==> src/ocg_pkg.sv <==
package ocg_pkg;

    // ************************************************************
    // Register indices (byte address is four times the index)
    // ************************************************************
    localparam logic [7:0] IDX_FAULT_FLAGS = 8'h06;
    localparam logic [7:0] IDX_PIN_LEVEL = 8'h07;
    localparam logic [7:0] IDX_PAIR_LEVEL = 8'h08;
    localparam logic [7:0] IDX_IRQ_STATUS = 8'h0A;
    localparam logic [7:0] IDX_IRQ_MASK = 8'h0B;

    // ************************************************************
    // Reset values and field layout
    // ************************************************************
    localparam logic [15:0] RST_FAULT_FLAGS = 16'h000F;
    localparam logic [15:0] RST_PIN_LEVEL = 16'h0000;
    localparam logic [15:0] RST_PAIR_LEVEL = 16'h0000;
    localparam logic [3:0] RST_IRQ_STATUS = 4'h0;
    localparam logic [3:0] RST_IRQ_MASK = 4'h0;
    localparam int FAULT_FLAG_W = 4;
    localparam int BIT_A_HIGH = 3;
    localparam int BIT_A_LOW = 2;
    localparam int BIT_B_HIGH = 1;
    localparam int BIT_B_LOW = 0;
    localparam int PIN_COUNT = 5;
    localparam int PAIR_COUNT = 4;
    localparam int LEVEL_CODE_W = 2;
    localparam int PAIR_HI_POS = 8;

    // ************************************************************
    // Level codes
    // ************************************************************
    localparam logic [1:0] CODE_LOW = 2'b00;
    localparam logic [1:0] CODE_WEAK_LOW = 2'b01;
    localparam logic [1:0] CODE_WEAK_HIGH = 2'b10;
    localparam logic [1:0] CODE_HIGH = 2'b11;
    localparam int STRONG_PERMILLE = 666;
    localparam int PERMILLE = 1000;

    // ************************************************************
    // Timing
    // ************************************************************
    localparam int CLK_PERIOD_NS = 50;
    localparam int LEVEL_WINDOW_US = 100;
    localparam int LEVEL_WINDOW_CYCLES = (LEVEL_WINDOW_US * 1000) / CLK_PERIOD_NS;

endpackage : ocg_pkg

==> src/ocg_level_meter.sv <==
`timescale 1ns/10ps
module ocg_level_meter #(
    parameter int WINDOW_CYCLES = ocg_pkg::LEVEL_WINDOW_CYCLES
) (
    input wire logic clk_sys_i,
    input wire logic sys_rst_i,
    input wire logic pin_i,
    output logic [1:0] level_code_o
);

    localparam int CW = $clog2(WINDOW_CYCLES + 1);
    localparam logic [CW-1:0] WIN_LAST = CW'(WINDOW_CYCLES - 1);

    logic [CW-1:0] win_cnt;
    logic [CW-1:0] high_cnt;
    logic [CW-1:0] next_high_total;

    // A share of exactly 66.6% counts as weak; only a larger share is called strong.
    function automatic logic [1:0] classify(input int high_cyc, input int total);
        int low_cyc;
        low_cyc = total - high_cyc;
        if (high_cyc * ocg_pkg::PERMILLE > ocg_pkg::STRONG_PERMILLE * total) begin
            classify = ocg_pkg::CODE_HIGH;
        end else if (2 * high_cyc > total) begin
            classify = ocg_pkg::CODE_WEAK_HIGH;
        end else if (low_cyc * ocg_pkg::PERMILLE > ocg_pkg::STRONG_PERMILLE * total) begin
            classify = ocg_pkg::CODE_LOW;
        end else begin
            classify = ocg_pkg::CODE_WEAK_LOW;
        end
    endfunction : classify

    assign next_high_total = high_cnt + CW'(pin_i);

    always_ff @(posedge clk_sys_i) begin
        if (sys_rst_i) begin
            win_cnt <= '0;
            high_cnt <= '0;
        end else if (win_cnt == WIN_LAST) begin
            win_cnt <= '0;
            high_cnt <= '0;
        end else begin
            win_cnt <= win_cnt + CW'(1);
            high_cnt <= next_high_total;
        end
    end

    always_ff @(posedge clk_sys_i) begin
        if (sys_rst_i) begin
            level_code_o <= ocg_pkg::CODE_LOW;
        end else if (win_cnt == WIN_LAST) begin
            level_code_o <= classify(int'(next_high_total), WINDOW_CYCLES);
        end
    end

endmodule : ocg_level_meter

==> src/ocg_regs.sv <==
// Our own choice: the APB register port.
`timescale 1ns/10ps
module ocg_regs #(
    parameter int DATA_W = 24,
    parameter int COUNT_W = 8,
    parameter int WINDOW_CYCLES = ocg_pkg::LEVEL_WINDOW_CYCLES
) (
    input wire logic clk_sys_i,
    input wire logic sys_rst_i,
    input wire logic psel_i,
    input wire logic penable_i,
    input wire logic pwrite_i,
    input wire logic [11:0] paddr_i,
    input wire logic [31:0] pwdata_i,
    input wire logic [3:0] pstrb_i,
    output logic [31:0] prdata_o,
    output logic pready_o,
    output logic pslverr_o,
    output logic irq_o,
    input wire logic signed [DATA_W-1:0] conv_a_data_i,
    input wire logic conv_a_valid_i,
    input wire logic signed [DATA_W-1:0] conv_b_data_i,
    input wire logic conv_b_valid_i,
    input wire logic signed [DATA_W-1:0] conv_a_high_thresh_i,
    input wire logic signed [DATA_W-1:0] conv_a_low_thresh_i,
    input wire logic signed [DATA_W-1:0] conv_b_high_thresh_i,
    input wire logic signed [DATA_W-1:0] conv_b_low_thresh_i,
    input wire logic [COUNT_W-1:0] conv_a_count_i,
    input wire logic [COUNT_W-1:0] conv_b_count_i,
    input wire logic [ocg_pkg::PIN_COUNT-1:0] pin_i,
    input wire logic [ocg_pkg::PAIR_COUNT-1:0] pair_pin_i
);

    localparam int NLEV = ocg_pkg::PIN_COUNT + ocg_pkg::PAIR_COUNT;
    localparam int NF = ocg_pkg::FAULT_FLAG_W;

    // ************************************************************
    // Address decode
    // ************************************************************
    function automatic logic hits(input logic [11:0] addr, input logic [7:0] idx);
        hits = (addr[1:0] == 2'b00) && (addr[11:2] == {2'b00, idx});
    endfunction : hits

    logic bus_done;
    logic wr_done;
    logic lo_lanes;
    logic [15:0] wdata16;
    logic hit_fault;
    logic hit_pin;
    logic hit_pair;
    logic hit_stat;
    logic hit_mask;
    logic hit_any;

    // Registers are 16 bits wide, so only byte lanes 0 and 1 reach them.
    assign bus_done = psel_i && penable_i && pready_o;
    assign wr_done = bus_done && pwrite_i;
    assign lo_lanes = pstrb_i[0] && pstrb_i[1];
    assign wdata16 = lo_lanes ? pwdata_i[15:0] : 16'h0000;
    assign hit_fault = hits(paddr_i, ocg_pkg::IDX_FAULT_FLAGS);
    assign hit_pin = hits(paddr_i, ocg_pkg::IDX_PIN_LEVEL);
    assign hit_pair = hits(paddr_i, ocg_pkg::IDX_PAIR_LEVEL);
    assign hit_stat = hits(paddr_i, ocg_pkg::IDX_IRQ_STATUS);
    assign hit_mask = hits(paddr_i, ocg_pkg::IDX_IRQ_MASK);
    assign hit_any = hit_fault || hit_pin || hit_pair || hit_stat || hit_mask;

    // ************************************************************
    // Overcurrent comparators
    // ************************************************************
    // A net, because each comparator slice drives its own bit.
    wire logic [NF-1:0] fault_evt;

    // The counter saturates, so a fault that persists keeps re-asserting and
    // re-arms the flag straight after the host clears it.
    for (genvar k = 0; k < NF; k++) begin : g_cmp
        localparam bit IS_A = (k == ocg_pkg::BIT_A_HIGH) || (k == ocg_pkg::BIT_A_LOW);
        localparam bit IS_HIGH = (k == ocg_pkg::BIT_A_HIGH) || (k == ocg_pkg::BIT_B_HIGH);
        logic signed [DATA_W-1:0] sample;
        logic signed [DATA_W-1:0] thresh;
        logic valid;
        logic beyond;
        logic [COUNT_W-1:0] need;
        logic [COUNT_W-1:0] run;
        logic evt;
        assign sample = IS_A ? conv_a_data_i : conv_b_data_i;
        assign valid = IS_A ? conv_a_valid_i : conv_b_valid_i;
        assign need = IS_A ? conv_a_count_i : conv_b_count_i;
        if (IS_HIGH) begin : g_hi
            assign thresh = IS_A ? conv_a_high_thresh_i : conv_b_high_thresh_i;
            assign beyond = sample > thresh;
        end else begin : g_lo
            assign thresh = IS_A ? conv_a_low_thresh_i : conv_b_low_thresh_i;
            assign beyond = sample < thresh;
        end
        always_ff @(posedge clk_sys_i) begin
            if (sys_rst_i) begin
                run <= '0;
            end else if (valid) begin
                if (!beyond) begin
                    run <= '0;
                end else if (run != '1) begin
                    run <= run + COUNT_W'(1);
                end
            end
        end
        // A count of zero behaves as one conversion.
        always_ff @(posedge clk_sys_i) begin
            if (sys_rst_i) begin
                evt <= 1'b0;
            end else begin
                evt <= valid && beyond && ((run + COUNT_W'(1)) >= need || run == '1);
            end
        end
        assign fault_evt[k] = evt;
    end

    // ************************************************************
    // Fault flags, active low
    // ************************************************************
    logic [NF-1:0] fault_flags_n;
    logic [NF-1:0] flag_clr;

    assign flag_clr = (wr_done && hit_fault) ? wdata16[NF-1:0] : '0;

    always_ff @(posedge clk_sys_i) begin
        if (sys_rst_i) begin
            fault_flags_n <= ocg_pkg::RST_FAULT_FLAGS[NF-1:0];
        end else begin
            fault_flags_n <= ~fault_evt & (fault_flags_n | flag_clr);
        end
    end

    // ************************************************************
    // Interrupt status and mask
    // ************************************************************
    logic [NF-1:0] irq_status;
    logic [NF-1:0] irq_mask;
    logic [NF-1:0] stat_clr;

    assign stat_clr = (wr_done && hit_stat) ? wdata16[NF-1:0] : '0;

    always_ff @(posedge clk_sys_i) begin
        if (sys_rst_i) begin
            irq_status <= ocg_pkg::RST_IRQ_STATUS;
        end else begin
            irq_status <= fault_evt | (irq_status & ~stat_clr);
        end
    end

    always_ff @(posedge clk_sys_i) begin
        if (sys_rst_i) begin
            irq_mask <= ocg_pkg::RST_IRQ_MASK;
        end else if (wr_done && hit_mask && lo_lanes) begin
            irq_mask <= pwdata_i[NF-1:0];
        end
    end

    always_ff @(posedge clk_sys_i) begin
        if (sys_rst_i) begin
            irq_o <= 1'b0;
        end else begin
            irq_o <= |(irq_status & irq_mask);
        end
    end

    // ************************************************************
    // Pin level readback
    // ************************************************************
    logic [NLEV-1:0] lev_pins;
    wire logic [2*NLEV-1:0] lev_codes;
    logic [15:0] pin_level_readback;
    logic [15:0] pair_pin_level_readback;

    assign lev_pins = {pair_pin_i, pin_i};

    for (genvar p = 0; p < NLEV; p++) begin : g_lev
        ocg_level_meter #(
            .WINDOW_CYCLES(WINDOW_CYCLES)
        ) u_meter (
            .clk_sys_i(clk_sys_i),
            .sys_rst_i(sys_rst_i),
            .pin_i(lev_pins[p]),
            .level_code_o(lev_codes[2*p +: 2])
        );
    end

    // Pair pins: 0B at 1:0, 1B at 3:2, 0A at 9:8, 1A at 11:10.
    assign pin_level_readback = {6'b00_0000, lev_codes[9:0]};
    assign pair_pin_level_readback = {4'h0, lev_codes[17:14], 4'h0, lev_codes[13:10]};

    // ************************************************************
    // APB answer
    // ************************************************************
    logic [15:0] rd_mux;

    always_comb begin
        rd_mux = 16'h0000;
        if (hit_fault) begin
            rd_mux = {12'h000, fault_flags_n};
        end else if (hit_pin) begin
            rd_mux = pin_level_readback;
        end else if (hit_pair) begin
            rd_mux = pair_pin_level_readback;
        end else if (hit_stat) begin
            rd_mux = {12'h000, irq_status};
        end else if (hit_mask) begin
            rd_mux = {12'h000, irq_mask};
        end
    end

    // One wait state: pready rises in the second access cycle, which gives the
    // read mux a full cycle and keeps every bus output registered.
    always_ff @(posedge clk_sys_i) begin
        if (sys_rst_i) begin
            pready_o <= 1'b0;
            pslverr_o <= 1'b0;
            prdata_o <= 32'h0000_0000;
        end else if (psel_i && penable_i && !pready_o) begin
            pready_o <= 1'b1;
            pslverr_o <= !hit_any;
            prdata_o <= pwrite_i ? 32'h0000_0000 : {16'h0000, rd_mux};
        end else begin
            pready_o <= 1'b0;
            pslverr_o <= 1'b0;
            prdata_o <= 32'h0000_0000;
        end
    end

endmodule : ocg_regs

==> config.mk <==
export PLATFORM = sky130hd
export DESIGN_NAME = ocg_regs
export DESIGN_NICKNAME = d
export VERILOG_FILES = /design/src/ocg_pkg.sv /design/src/ocg_level_meter.sv /design/src/ocg_regs.sv
export SDC_FILE = /design/constraint.sdc
export NUM_CORES = 2
export LEC_CHECK = 0
export ABC_CLOCK_PERIOD_IN_PS = 8500
export CORE_MARGIN = 1
export CORE_UTILIZATION = 40
export DETAILED_ROUTE_END_ITERATION = 12
export DONT_BUFFER_PORTS = 1
export HOLD_SLACK_MARGIN = 0.06
export RECOVER_POWER = 100
export SYNTH_ARGS = -nofsm -noshare
export SYNTH_HDL_FRONTEND = slang
export SYNTH_HIERARCHICAL = 1
export SYNTH_SLANG_ARGS = --single-unit
==> constraint.sdc <==
create_clock -name clk_sys_i -period 8.5 [get_ports clk_sys_i]
set_input_delay 1.7 -clock clk_sys_i [delete_from_list [all_inputs] [get_ports clk_sys_i]]
set_output_delay 1.7 -clock clk_sys_i [all_outputs]
set_load 0.03 [all_outputs]
==> run summary <==
Run status: completed
Placement Setup Slack: 0.0385 ns
Root Buffer: clkbuf_16
I/O pin total: 259
Fraction of layout cells with a size suffix above 1: 6.68%
Worst-margin pin slew: 1.41 ns
CP Data Arrival Time: 8.50 ns
Via density: 5.13
Fillers: 14600
Main combinational cell family by area after synthesis: adder cells
Synth async-reset ratio: 0%
Hold crit path type: register to register
Layout area overhead: 7.39%
Hold Fails Final Rpt: 0
Via count: 45800
WS Path Type: input pin to register
R2r startpoint: g_lev[2].u_meter/high_cnt[0]
CTS tree: yes
CP dominant cell by count: ha_1
Final setup skew: 0.0477 ns
FF+latch count, synth: 279
First-pass GRT wire length: 219 mm
Design Area, Final: 0.0632 mm^2
Slew Viols, Final: 0
Hold Startpoint: g_cmp[2].evt
Area after DPL: 0.0622 mm^2
Initial antenna violation count: 0
Final std cells w/o fill: 8927
Total track usage: 17.3%
Adder-Cell Fraction of Synth Area: 43.0%
Die Area: 0.149 mm^2
CP required: 9.04 ns
DRC: 0
Final antenna-violating net count: 0
Hpwl dp: 108 mm
Starting Density: 40.4%
Vias in the first global route: 46100
Power Dens Cells: 234 mW/mm^2
NumNets Final: 8884
Mean Syn Cell Area: 8.60 um^2
Clock latency on the worst-skew pair: 0.61 ns
Total Power: 14.8 mW
Inserted Clock Buffers: 39
Simple-gate share of the synthesized area: 14.9%
Final Hold Slack: 0.436 ns
Placed cell count: 8858
H-tree levels: 2
# port buffers: 0
Unrepaired setup endpoints after global routing: false
Synth Area in XOR/XNOR: 8.12%
GPL Wtd Cong: 0.846
Yosys Warn Count: 6
Post_cts resized: 0
Cells after synthesis: 6850
Slowest-stage cell, CP: o31ai_1
Netlist cell types: 133
Final WS setup: 0.540 ns
Setup TNS: 0 ns
CP Max Fanout: 9
Post-layout utilization of the core: 43.3%
Post-synthesis compound-gate area fraction: 13.9%
Drt pass-1 iters: 6
Maximum VDD drop: 0.512 mV
Worst setup path start: pin_i[3]
Fin crit period: 7.96 ns
MaxCap Viol Count: 0
GRT overflow: 0
Most used DFF post-synth: dfxtp_1
CP Capture Type: register
Leakage: 33.3 nW
Post-synthesis sequential area ratio: 9.48%
Initial DRC Count: 2045
Post-CTS setup buffers: 0
Final wirelength: 127 mm
Pin count of the biggest net entering global routing: 81
Row cnt: 140
Die width: 386 um
Max Root-Sink Buffers: 3
Max Clock Freq: 0.126 GHz
Clock sink total: 279
CORE AREA: 0.146 mm^2
Routed len/inst: 14.2 um
Clock-pin transition on the worst setup and hold timing paths: 0.06 ns
Synthesized area: 0.0589 mm^2
Final Cycle Share: 93.6%
Delay-heaviest family, CP: adder cells
CP Buf/Inv Count: 4
Final setup fails: 0
Die Ht: 386 um
Slew margin rel.: 6.30%
CTS Hold Bufs: 0
Post-synth EDFFs: 0
Mux contribution to synthesized area: 0.631%
CP peak stage delay: 0.57 ns
Nature of the critical path startpoint: input pin
-- Yosys cell counts, types with 46 or more instances --
library cell | number | area share (%)
o21ai_0 | 233 | 2.0
fa_1 | 576 | 20
nor2b_1 | 46 | 0.49
o211ai_1 | 60 | 0.76
inv_1 | 1353 | 8.6
a21o_1 | 97 | 1.2
a211oi_1 | 79 | 1.0
or2_2 | 58 | 0.62
xnor2_1 | 260 | 3.9
nand4_1 | 66 | 0.70
nand3_1 | 174 | 1.5
a21oi_1 | 231 | 2.0
a31oi_1 | 51 | 0.54
and3_1 | 82 | 0.87
o31ai_1 | 51 | 0.65
nor2_1 | 481 | 3.1
nor3_1 | 94 | 0.80
ha_1 | 1102 | 23
clkbuf_1 | 79 | 0.50
xor2_1 | 218 | 3.2
dfxtp_1 | 279 | 9.5
nand2b_1 | 87 | 0.92
nand2_1 | 286 | 1.8
-- registers in the layout, indices dropped and copies added, names as in the netlist --
| register | count |
|---|---|
| pslverr_o | 1 |
| g_cmp.evt | 4 |
| g_cmp.run | 32 |
| pready_o | 1 |
| g_lev.u_meter/win_cnt | 99 |
| fault_flags_n | 4 |
| irq_o | 1 |
| irq_mask | 4 |
| g_lev.u_meter/high_cnt | 99 |
| irq_status | 4 |
| prdata_o | 12 |
| g_lev.u_meter/level_code_o | 18 |
-- final cells by class --
| class | count | area, um^2 | area share (%) |
|---|---|---|---|
| clock buffer | 49 | 1070 | 1.70 |
| tap | 1917 | 2400 | 3.79 |
| inverter | 1358 | 5100 | 8.07 |
| timing repair buffer | 208 | 1470 | 2.33 |
| multi-input combinational | 5096 | 47400 | 74.9 |
| sequential | 279 | 5590 | 8.83 |
| clock inverter | 19 | 249 | 0.394 |
| antenna | 1 | 2.50 | 0.00396 |
-- worst register-to-register path, delay by kind of cell, from the launching register on --
kind,cells,cell delay (ns)
AND/OR/NAND/NOR,6,1.43
XOR/XNOR,2,0.47
AO/OA/AOI/OAI,6,0.80
buffers and inverters,8,1.15
flip-flops,1,0.33
adder cells (fa/ha/maj),8,2.87
-- per-layer routing --
metal  vias up  part of all wire [%]  GRT usage [%]
li1      23100                     -              -
met1     22100                    48           23.3
met2       511                    48           30.0
met3        98                   2.7           1.75
met4         0                   1.3           2.82
met5         -                     0              0
-- cell families (layout without fill, tap and decap cells) --
group | Yosys count | in the layout
buf+inv | 1494 | 1634
compound gates | 1183 | 1183
simple gates | 1661 | 1661
fa+ha+maj | 1678 | 1678
flops | 279 | 279
other cells | 10 | 30
mux | 35 | 35
xor+xnor | 510 | 510
-- layout by cell type (no fill, tap or decap), types with 94 or more instances in the layout --
cell	instances
dfxtp_1	279
xnor2_1	260
nand3_1	174
buf_4	184
o21ai_0	238
fa_1	576
nand2_1	286
nor3_1	94
xor2_1	220
a21o_1	97
a21oi_1	232
inv_1	1353
ha_1	1102
nor2_1	482
-- where the power goes --
part	total (mW)	switching, mW	internal, mW
clock	1.73	0.707	1.02
sequential	1.36	0.0242	1.33
combinational	11.7	6.71	5.03
-- path summary, 6_finish.rpt --
path,cells after the start,endpoint,slack [ns]
setup / recovery,26,g_lev[3].u_meter/level_code_o[0],0.54
hold / removal,1,fault_flags_n[2],0.44
setup reg to reg,30,g_lev[2].u_meter/level_code_o[0],1.33
hold reg to reg,1,fault_flags_n[2],0.44
(Power assumes the default switching activity.)
